===== src/verilog/tmr_pkg.sv =====
// Package with register map, field layouts and timing constants of the reload/capture timer
package tmr_pkg;

    // ****************************************
    // Register offsets
    // ****************************************
    localparam logic [7:0] TMR_IE_ADDR = 8'ha8;
    localparam logic [7:0] TMR_CTRL_ADDR = 8'hc8;
    localparam logic [7:0] TMR_MODE_ADDR = 8'hc9;
    localparam logic [7:0] TMR_RLD_LO_ADDR = 8'hca;
    localparam logic [7:0] TMR_RLD_HI_ADDR = 8'hcb;
    localparam logic [7:0] TMR_CNT_LO_ADDR = 8'hcc;
    localparam logic [7:0] TMR_CNT_HI_ADDR = 8'hcd;

    // ****************************************
    // Reset values and limits
    // ****************************************
    localparam logic [7:0] TMR_CTRL_RST = 8'h00;
    localparam logic [1:0] TMR_MODE_RST = 2'h0;
    localparam logic [7:0] TMR_IE_RST = 8'h00;
    localparam logic [15:0] TMR_CNT_RST = 16'h0000;
    localparam logic [15:0] TMR_RLD_RST = 16'h0000;
    localparam logic [15:0] TMR_CNT_TOP = 16'hffff;

    // ****************************************
    // Timing: oscillator periods per tick and prescaler width
    // ****************************************
    localparam int TMR_MACH_DIV = 12;
    localparam int TMR_STATE_DIV = 2;
    localparam int TMR_PRE_W = 4;

    // ****************************************
    // Field layouts
    // ****************************************
    typedef struct packed {
        logic overflow_flag;
        logic external_flag;
        logic rx_baud_select;
        logic transmit_baud_select;
        logic external_enable;
        logic second_timer_run;
        logic count_source_select;
        logic capture_reload_select;
    } tmr_ctrl_type;

    typedef struct packed {
        logic clock_out_enable;
        logic down_count_enable;
    } tmr_mode_type;

    typedef struct packed {
        logic all_enable;
        logic rsvd6;
        logic timer_int_enable;
        logic [4:0] other_enables;
    } tmr_ie_type;

    typedef enum logic [1:0] {
        TMR_OFF,
        TMR_AUTORELOAD,
        TMR_CAPTURE,
        TMR_BAUD
    } tmr_op_type;

endpackage : tmr_pkg


===== src/verilog/tmr_core.sv =====
// Sixteen-bit reload/capture timer with clock-out and baud-tick generation
// ****************************************
// Notes on behaviour
// ****************************************
// Notes on behaviour
// - 16-bit counter, timer or event counter.
// - Run, baud selects, capture select pick mode.
// - Capture without trigger: plain counter, overflow flag.
// - Trigger fall copies count into reload, flags.
// - Both flags share one readable interrupt.
// - Capture never reloads; counting continues.
// - Down count enable clears at reset.
// - Up count to ffff, flag, reload.
// - Trigger fall also reloads, sets external flag.
// - Down enabled, pin high: count up, reload.
// - Pin low: down, match reload, load ffff.
// - External flag toggles as 17th bit.
// - Clock-out needs timer source, enable, run.
// - Clock-out from reload; rollovers not interrupting.
// - Baud and clock-out share one rollover.
// - Shared pin serves as count input.
// - Interrupt gated by timer interrupt enable.
// - Baud mode increments every state time.
// - Baud rollover reloads, no overflow flag.
// - Baud selects pick this or other timer.
//
// Local design decisions: the plain strobed port and the placing of the registers.
`timescale 1ns/10ps
module tmr_core import tmr_pkg::*; (
    input wire logic clk,
    input wire logic rst_n,
    input wire logic ce,
    input wire logic [7:0] addr,
    input wire logic [7:0] wdata,
    input wire logic wr_en,
    input wire logic rd_en,
    output logic [7:0] rdata_r,
    input wire logic shared_port_pin_in,
    input wire logic external_trigger_pin,
    input wire logic other_timer_tx_tick,
    input wire logic other_timer_rx_tick,
    output logic shared_port_pin_out_r,
    output logic shared_port_pin_oe_r,
    output logic tx_baud_tick_r,
    output logic rx_baud_tick_r,
    output logic irq_r
);

    // ****************************************
    // State
    // ****************************************
    tmr_ctrl_type ctrl_r, ctrl_nxt;
    tmr_mode_type mode_r, mode_nxt;
    tmr_ie_type ie_r, ie_nxt;
    logic [15:0] count_r, count_nxt;
    logic [15:0] reload_r, reload_nxt;
    logic trig_prev_r;
    logic cnt_pin_prev_r;
    logic clk_out_nxt;
    logic irq_nxt;
    logic [7:0] rdata_nxt;

    function automatic tmr_op_type decode_op(input tmr_ctrl_type c);
        if (!c.second_timer_run) begin
            decode_op = TMR_OFF;
        end else if (c.rx_baud_select | c.transmit_baud_select) begin
            decode_op = TMR_BAUD;
        end else if (c.capture_reload_select) begin
            decode_op = TMR_CAPTURE;
        end else begin
            decode_op = TMR_AUTORELOAD;
        end
    endfunction : decode_op

    // ****************************************
    // Tick selection and events
    // ****************************************
    wire state_tick;
    wire mach_tick;

    tmr_prescale u_prescale (
        .clk(clk),
        .rst_n(rst_n),
        .ce(ce),
        .state_tick(state_tick),
        .mach_tick(mach_tick)
    );

    wire tmr_op_type op_w = decode_op(ctrl_r);
    wire is_baud = (op_w == TMR_BAUD);
    wire is_cap = (op_w == TMR_CAPTURE);
    wire is_arl = (op_w == TMR_AUTORELOAD);
    // Clock-out only when the pin is not the count input
    wire clk_out_mode = mode_r.clock_out_enable & ~ctrl_r.count_source_select;
    wire fast_tick = is_baud | clk_out_mode;
    wire trig_fall = ce & trig_prev_r & ~external_trigger_pin;
    wire pin_fall = ce & cnt_pin_prev_r & ~shared_port_pin_in;
    wire timer_tick = fast_tick ? state_tick : mach_tick;
    wire src_tick = ctrl_r.count_source_select ? pin_fall : timer_tick;
    wire inc = (op_w != TMR_OFF) & src_tick;
    // Direction follows the trigger pin only in reload mode
    wire down_dir = is_arl & mode_r.down_count_enable & ~external_trigger_pin;
    wire ovf_up = inc & ~down_dir & (count_r == TMR_CNT_TOP);
    wire unf_dn = inc & down_dir & (count_r == reload_r);
    wire rollover = ovf_up | unf_dn;
    wire ext_trig = trig_fall & ctrl_r.external_enable;
    // Software register writes
    wire wr_ctrl = ce & wr_en & (addr == TMR_CTRL_ADDR);
    wire wr_mode = ce & wr_en & (addr == TMR_MODE_ADDR);
    wire wr_ie = ce & wr_en & (addr == TMR_IE_ADDR);
    wire wr_cnt_lo = ce & wr_en & (addr == TMR_CNT_LO_ADDR);
    wire wr_cnt_hi = ce & wr_en & (addr == TMR_CNT_HI_ADDR);
    wire wr_rld_lo = ce & wr_en & (addr == TMR_RLD_LO_ADDR);
    wire wr_rld_hi = ce & wr_en & (addr == TMR_RLD_HI_ADDR);
    // Hardware flag events; set beats a software clear in the same cycle
    wire set_tf = rollover & ~is_baud & ~clk_out_mode;
    wire down_count_enable_arl = is_arl & mode_r.down_count_enable;
    wire set_exf = ext_trig & ~down_count_enable_arl;
    wire tog_exf = rollover & down_count_enable_arl;
    wire ctrl_wr_val_tf = wr_ctrl ? wdata[7] : ctrl_r.overflow_flag;
    wire ctrl_wr_val_exf = wr_ctrl ? wdata[6] : ctrl_r.external_flag;
    wire reload_on_trig = is_arl & ~mode_r.down_count_enable & ext_trig;
    wire reload_on_roll = ovf_up & (is_arl | is_baud);
    wire [15:0] count_inc = down_dir ? count_r - 16'h0001 : count_r + 16'h0001;

    // ****************************************
    // Next-state logic
    // ****************************************
    always_comb begin
        ctrl_nxt = wr_ctrl ? tmr_ctrl_type'(wdata) : ctrl_r;
        ctrl_nxt.overflow_flag = ctrl_wr_val_tf | set_tf;
        ctrl_nxt.external_flag = (ctrl_wr_val_exf | set_exf) ^ tog_exf;
        mode_nxt = wr_mode ? tmr_mode_type'(wdata[1:0]) : mode_r;
        ie_nxt = wr_ie ? tmr_ie_type'(wdata) : ie_r;
        // Capture mode: count wraps, never reloads
        count_nxt = count_r;
        if (unf_dn) begin
            count_nxt = TMR_CNT_TOP;
        end else if (reload_on_roll | reload_on_trig) begin
            count_nxt = reload_r;
        end else if (inc) begin
            count_nxt = count_inc;
        end
        // Software writes win; counter should be stopped first
        if (wr_cnt_lo) begin
            count_nxt[7:0] = wdata;
        end
        if (wr_cnt_hi) begin
            count_nxt[15:8] = wdata;
        end
        reload_nxt = reload_r;
        if (wr_rld_lo) begin
            reload_nxt[7:0] = wdata;
        end
        if (wr_rld_hi) begin
            reload_nxt[15:8] = wdata;
        end
        // A capture in the same cycle overrides the software write
        if (is_cap & ext_trig) begin
            reload_nxt = count_r;
        end
    end

    // Shared rollover feeds both clock-out and baud ticks
    assign clk_out_nxt = (clk_out_mode & rollover) ? ~shared_port_pin_out_r : shared_port_pin_out_r;
    // External flag is not an interrupt source with down counting
    assign irq_nxt = ie_r.all_enable & ie_r.timer_int_enable
        & (ctrl_r.overflow_flag | (ctrl_r.external_flag & ~down_count_enable_arl));

    // ****************************************
    // Read mux
    // ****************************************
    wire [7:0] rd_mux =
        (addr == TMR_CTRL_ADDR) ? ctrl_r :
        (addr == TMR_MODE_ADDR) ? {6'h00, mode_r} :
        (addr == TMR_IE_ADDR) ? ie_r :
        (addr == TMR_CNT_LO_ADDR) ? count_r[7:0] :
        (addr == TMR_CNT_HI_ADDR) ? count_r[15:8] :
        (addr == TMR_RLD_LO_ADDR) ? reload_r[7:0] :
        (addr == TMR_RLD_HI_ADDR) ? reload_r[15:8] : 8'h00;
    assign rdata_nxt = rd_en ? rd_mux : 8'h00;

    // ****************************************
    // Registers
    // ****************************************
    always_ff @(posedge clk) begin
        if (!rst_n) begin
            ctrl_r <= tmr_ctrl_type'(TMR_CTRL_RST);
            mode_r <= tmr_mode_type'(TMR_MODE_RST);
            ie_r <= tmr_ie_type'(TMR_IE_RST);
            count_r <= TMR_CNT_RST;
            reload_r <= TMR_RLD_RST;
        end else if (ce) begin
            ctrl_r <= ctrl_nxt;
            mode_r <= mode_nxt;
            ie_r <= ie_nxt;
            count_r <= count_nxt;
            reload_r <= reload_nxt;
        end
    end

    // Pin history starts high so reset never looks like a falling edge
    always_ff @(posedge clk) begin
        if (!rst_n) begin
            trig_prev_r <= 1'b1;
            cnt_pin_prev_r <= 1'b1;
        end else if (ce) begin
            trig_prev_r <= external_trigger_pin;
            cnt_pin_prev_r <= shared_port_pin_in;
        end
    end

    always_ff @(posedge clk) begin
        if (!rst_n) begin
            shared_port_pin_out_r <= 1'b1;
            shared_port_pin_oe_r <= 1'b0;
            tx_baud_tick_r <= 1'b0;
            rx_baud_tick_r <= 1'b0;
            irq_r <= 1'b0;
            rdata_r <= 8'h00;
        end else if (ce) begin
            shared_port_pin_out_r <= clk_out_nxt;
            shared_port_pin_oe_r <= clk_out_mode;
            tx_baud_tick_r <= ctrl_r.transmit_baud_select ? rollover : other_timer_tx_tick;
            rx_baud_tick_r <= ctrl_r.rx_baud_select ? rollover : other_timer_rx_tick;
            irq_r <= irq_nxt;
            rdata_r <= rdata_nxt;
        end
    end
endmodule : tmr_core


===== src/verilog/tmr_prescale.sv =====
// Oscillator prescaler giving state-time and machine-cycle ticks
`timescale 1ns/10ps
module tmr_prescale import tmr_pkg::*; (
    input wire logic clk,
    input wire logic rst_n,
    input wire logic ce,
    output logic state_tick,
    output logic mach_tick
);

    logic [TMR_PRE_W-1:0] div_r;
    logic [TMR_PRE_W-1:0] div_nxt;
    wire last_w = (div_r == TMR_PRE_W'(TMR_MACH_DIV - 1));

    assign div_nxt = last_w ? '0 : div_r + TMR_PRE_W'(1);
    assign mach_tick = ce & last_w;
    assign state_tick = ce & div_r[0];

    always_ff @(posedge clk) begin
        if (!rst_n) begin
            div_r <= '0;
        end else if (ce) begin
            div_r <= div_nxt;
        end
    end

endmodule : tmr_prescale

===== config.mk =====
export PLATFORM = sky130hd
export DESIGN_NAME = tmr_core
export DESIGN_NICKNAME = d
export VERILOG_FILES = /design/src/verilog/tmr_pkg.sv /design/src/verilog/tmr_core.sv /design/src/verilog/tmr_prescale.sv
export SDC_FILE = /design/constraint.sdc
export NUM_CORES = 1
export LEC_CHECK = 0
export ABC_AREA = 0
export BUFFER_PORTS_ARGS = -buffer_cell sky130_fd_sc_hd__buf_4
export CORE_ASPECT_RATIO = 0.75
export CORE_MARGIN = 2
export CORE_UTILIZATION = 51
export DETAILED_ROUTE_END_ITERATION = 10
export PLACE_DENSITY = 0.68
export SLEW_MARGIN = 10
export SYNTH_ARGS = -nofsm -noshare
export SYNTH_HDL_FRONTEND = slang
export SYNTH_SLANG_ARGS = --single-unit

===== constraint.sdc =====
create_clock -name clk -period 4.1 [get_ports clk]
set_input_delay 0.205 -clock clk [delete_from_list [all_inputs] [get_ports clk]]
set_output_delay 0.205 -clock clk [all_outputs]
set_load 0.01 [all_outputs]

-- Word level (Yosys, flattened, before mapping)
Index checks and enable logic that the tools add are counted.
- flip-flop bits (word level): 69
- bits of input ports: 25
- output and inout bits: 13
- add/subtract/negate cells: 3
- eq/ne operators: 13
- muxes and demuxes: 27
- bitwise gates (word level): 53
- reductions and logical operators: 13
- operators by type and width (operator ; count):
    8-bit 2-to-1 mux ; 12
    16-bit 2-to-1 mux ; 5
    8-bit equality test (second input constant) ; 7
    1-bit bitwise AND ; 35
    16-bit by 1-bit adder with 16-bit output (second input constant) ; 1
    16-bit equality test ; 1
    16-bit equality test (second input constant) ; 1
    2-bit AND reduction ; 8
    16-bit by 1-bit subtractor with 16-bit output (second input constant) ; 1
    1-bit NOT ; 9
    1-bit OR ; 8
    4-bit nonzero test ; 2
    1-bit 2-to-1 mux ; 6
    2-bit 2-to-1 mux ; 3
    2-bit nonzero test ; 3
    4-bit by 1-bit adder with 4-bit output (second input constant) ; 1
    2-bit equality test (second input constant) ; 2
    4-bit equality test (second input constant) ; 1
    4-bit 2-to-1 mux ; 1
    2-bit by 1-bit equality test with 1-bit output (second input constant) ; 1
    1-bit XOR ; 1

-- Depth between registers and ports, before layout
- depth after elaboration: 15
- depth in mapped cells: 13
- gate-level depth less buffers: 12

-- Hierarchy
A second synthesis with hierarchy kept.
- cells, all modules: 547
- area total of the unflattened synthesis: 4379.2 um^2
- by module, submodules not included (module ; times used ; cells an instance ; area an instance (um^2)):
    tmr_core ; 1 ; 523 ; 4159.0
    tmr_prescale ; 1 ; 24 ; 220.2

-- Worst setup path after synthesis
No wires, ideal clock.
- path kind: register to register
- start: register ctrl_r[4] in the netlist's numbering
- end: register count_r[10]
- data arrival time: 2800 ps
- required time: 3982 ps
- setup slack: 1182 ps
- stages on the path, launching flop included: 14
- buffers on the path: 2
- path through: dfxtp_1 buf_6 or4b_4 buf_6 or3_4 nand2_1 ha_1 and3_1 and2_1 a41oi_1 xnor2_1 mux2_2 o221ai_1 nand2_1
- word-level cells in the longest chain between the ends: 15
- RTL lines (element ; RTL line ; source):
    start: declaration ; tmr_core.sv:52 ; tmr_ctrl_type ctrl_r, ctrl_nxt;
    start signal: assignment ; tmr_core.sv:188 ; ctrl_r <= tmr_ctrl_type'(TMR_CTRL_RST);
    start signal: assignment ; tmr_core.sv:194 ; ctrl_r <= ctrl_nxt;
    1-bit OR * ; tmr_core.sv:66 ; end else if (c.rx_baud_select | c.transmit_baud_select) begin
    2-bit 2-to-1 mux * ; tmr_core.sv:66 ;
    2-bit 2-to-1 mux * ; tmr_core.sv:64 ; if (!c.second_timer_run) begin
    2-bit equality test ; tmr_core.sv:90 ; wire is_baud = (op_w == TMR_BAUD);
    1-bit OR ; tmr_core.sv:95 ; wire fast_tick = is_baud | clk_out_mode;
    1-bit 2-to-1 mux ; tmr_core.sv:98 ; wire timer_tick = fast_tick ? state_tick : mach_tick;
    1-bit 2-to-1 mux ; tmr_core.sv:99 ; wire src_tick = ctrl_r.count_source_select ? pin_fall : timer_tick;
    1-bit bitwise AND ; tmr_core.sv:100 ; wire inc = (op_w != TMR_OFF) & src_tick;
    1-bit bitwise AND (2 in series) ; tmr_core.sv:103 ; wire ovf_up = inc & ~down_dir & (count_r == TMR_CNT_TOP);
    1-bit bitwise AND ; tmr_core.sv:123 ; wire reload_on_roll = ovf_up & (is_arl | is_baud);
    1-bit OR ; tmr_core.sv:139 ; end else if (reload_on_roll | reload_on_trig) begin
    16-bit 2-to-1 mux ; tmr_core.sv:139 ;
    16-bit 2-to-1 mux ; tmr_core.sv:137 ; if (unf_dn) begin
    8-bit 2-to-1 mux ; tmr_core.sv:148 ; if (wr_cnt_hi) begin
    end signal: assignment ; tmr_core.sv:197 ; count_r <= count_nxt;
    end: declaration ; tmr_core.sv:55 ; logic [15:0] count_r, count_nxt;
Mark *: on every way between the ends. The rest lies on a longest branch, timed or not. The select of a mux whose other input is x is not followed.
A chain may end at the register's enable or synchronous reset.

-- Final worst setup path
Same ends and word-level chain as after synthesis.

==> flow_metrics.tcl <==
set metrics [dict create \
    rsz0062_at_grt "false" \
    final_util 0.581 \
    busiest_layer "met1" \
    startpoint "ctrl_r[4]$_SDFFE_PN0P_" \
    first_pass_iters 5 \
    wl_mm 15.9 \
    worstMarginPinSlew_ns 0.995 \
    fin_nets 633 \
    powerDensity_nw_per_um2 292 \
    numCtsBuffers 9 \
    postRouteAntennaNets 0 \
    dr.first_iter.drc_count 574 \
    area_growth_pct 11.7 \
    post_cts_buffers 0 \
    insertedDiodeCount 0 \
    fmax_mhz 317 \
    rrSetupSlack_ns 0.95 \
    synth_top_cell_area_share 0.296 \
    crit_path_end "count_r[10]$_SDFFE_PN0P_" \
    portBuffers 37 \
    vias_per_cell 6.51 \
    r2r_cells 11 \
    syn_area_um2 4660 \
    yosys_warnings 0 \
    syn_area_per_cell_um2 7.80 \
    p_leak_nw 2.13 \
    synth_cells 598 \
    core_area_um2 8970 \
    ctsResizeCount 0 \
    worstPathArrival_ns 3.38 \
    relSlewSlack 0.330 \
    synth-edff-count 0 \
    cts_buffer_depth 2 \
    ys_ff_latch 69 \
    holdCritPathClass "input pin to flop" \
    skew_ns 0.00801 \
    nFillCells 850 \
    use_met2 0.452 \
    grt_usage 0.326 \
    wl_per_cell_um 22.0 \
    critPathMaxFanout 8 \
    drv_slew 0 \
    htreeDepth 3 \
    tns_ns 0 \
    cp-start-kind "flop" \
    outcome "finished clean" \
    finalPower_mw 1.52 \
    synth_cell_types 68 \
    worstPathRequired_ns 4.33 \
    gp_congestion 1.04 \
    die_area_um2 9930 \
    hold_violations 0 \
    antenna_found_initial 0 \
    async_reset_ff_frac 0 \
    period_share 0.769 \
    peakVddDrop_mv 0.228 \
    synth_top_area_cell "dfxtp_1" \
    grt.met1_usage 0.473 \
    worstSetupPathType "flop to flop" \
    r2r_end "count_r[10]$_SDFFE_PN0P_" \
    holdBufCountCts 0 \
    grt_pass1_vias 4266 \
    maxCapViolCount 0 \
    synth_ff_type "dfxtp_1" \
    r2r-start "ctrl_r[4]$_SDFFE_PN0P_" \
    cts_tree "built" \
    grt_max_degree 59 \
    via_count 4698 \
    synth_nets 625 \
    setup_viol 0 \
    num_rows 30 \
    ys_top_cells_by_area "dfxtp_1, nand2_1, mux2i_1, xnor2_1, o21ai_0" \
    overflow 0 \
    die_w_um 114 \
    layout-drive-gt1-share 0.123 \
    die_h_um 86.8 \
    grt.met3_usage 0.112 \
    initial_utilization 0.520 \
    cp-end-kind "flop" \
    clk-insertion-delay-late_ns 0.34 \
    pin_count 38 \
    mostFrequentLayoutCell "nand2_1" \
    fin_crit_ns 3.15 \
    drc 0 \
    dpl.hpwl_mm 11.2 \
    grt_pass1_wl_mm 24.3 \
    ys_seq_area_frac 0.296 \
    mostFrequentLayoutCells "nand2_1, dfxtp_1, buf_4" \
    clkSlewWorstSetupHoldPaths_ns 0.06 \
    cts_sinks 69 \
    clockRootBuffer "clkbuf_16" \
]
## synth_stat cells (11+ instances only)
cell        n
xnor2_1    24
dfxtp_1    69
nand2_1   112
nor2b_1    11
nand4_1    13
clkbuf_1   34
mux2i_1    31
nor2_1     33
o211a_1    16
a211oi_1   12
a21boi_0   17
nand3_1    20
and2_1     12
o21ai_0    37
a21oi_1    14
## cells by family (layout without fill, tap and decap cells)
| logic type | after synthesis | count (layout) | synth area share |
|---|---|---|---|
| AOI/OAI and AO/OA | 153 | 153 | 0.240 |
| xor gates and xnor gates | 28 | 28 | 0.0526 |
| adders and majority gates | 2 | 2 | 0.00536 |
| buffers and inverters | 53 | 65 | 0.0483 |
| DFF | 69 | 69 | 0.296 |
| muxes | 36 | 36 | 0.0786 |
| and+or+nand+nor | 257 | 257 | 0.280 |
## sequential cells by signal (all words and copies together) (netlist names)
signal                 cells
count_r                   16
reload_r                  16
ctrl_r                     8
ie_r                       8
rdata_r                    8
u_prescale.div_r           4
mode_r                     2
cnt_pin_prev_r             1
irq_r                      1
rx_baud_tick_r             1
shared_port_pin_oe_r       1
shared_port_pin_out_r      1
trig_prev_r                1
tx_baud_tick_r             1
## where the power goes
part | internal [mW] | switching [mW]
registers | 0.675 | 0.00386
logic | 0.0317 | 0.0537
clock network | 0.464 | 0.292
## layer usage
layer  share of wire  wire length, um
met1            0.45             7200
met5               0                0
met3            0.12             1850
met2            0.41             6520
met4           0.021              333
## final cells by class
cell class	count	area [um^2]	share of cell area
sequential	69	1380	0.265
inverter	7	26.3	0.00504
tap	112	140	0.0269
clock inverter	5	52.6	0.0101
timing repair buffer	43	323	0.0620
clock buffer	10	229	0.0439
multi-input combinational	476	3060	0.587
## worst min-delay path by stage
| stage | start | to | cells past startpoint |
|---|---|---|---|
| 2_1_floorplan | external_trigger_pin | trig_prev_r$_SDFFE_PN1P_ | 2 |
| 3_3_place_gp | shared_port_pin_in | cnt_pin_prev_r$_SDFFE_PN1P_ | 3 |
| 3_5_place_dp | trig_prev_r$_SDFFE_PN1P_ | trig_prev_r$_SDFFE_PN1P_ | 2 |
| 4_1_cts | shared_port_pin_in | cnt_pin_prev_r$_SDFFE_PN1P_ | 3 |
| 5_1_grt | shared_port_pin_in | cnt_pin_prev_r$_SDFFE_PN1P_ | 3 |
| 6_report | shared_port_pin_in | cnt_pin_prev_r$_SDFFE_PN1P_ | 3 |
## critical path, cell delays in order (launching register included)
cell and delay, ns:
dfxtp_1 0.39, or4b_4 0.62, or3_4 0.42, nand2_1 0.09
ha_1 0.29, and3_1 0.25, and2_1 0.17, a41oi_1 0.15
xnor2_1 0.18, mux2_2 0.26, o221ai_1 0.14, nand2_1 0.07
## per-stage QoR
step	hold slack [ns]	setup WS (ns)	instances	cell area [um^2]
final	0.118	0.948	722	5210
after CTS	0.114	1.01	722	5210
after global routing	0.123	0.802	722	5210
after detailed placement	0.454	1.02	707	4930
after global placement	0.433	1.11	707	4930
after floorplan	0.333	1.18	598	4660
No activity file was read; power rests on OpenSTA's default activity.
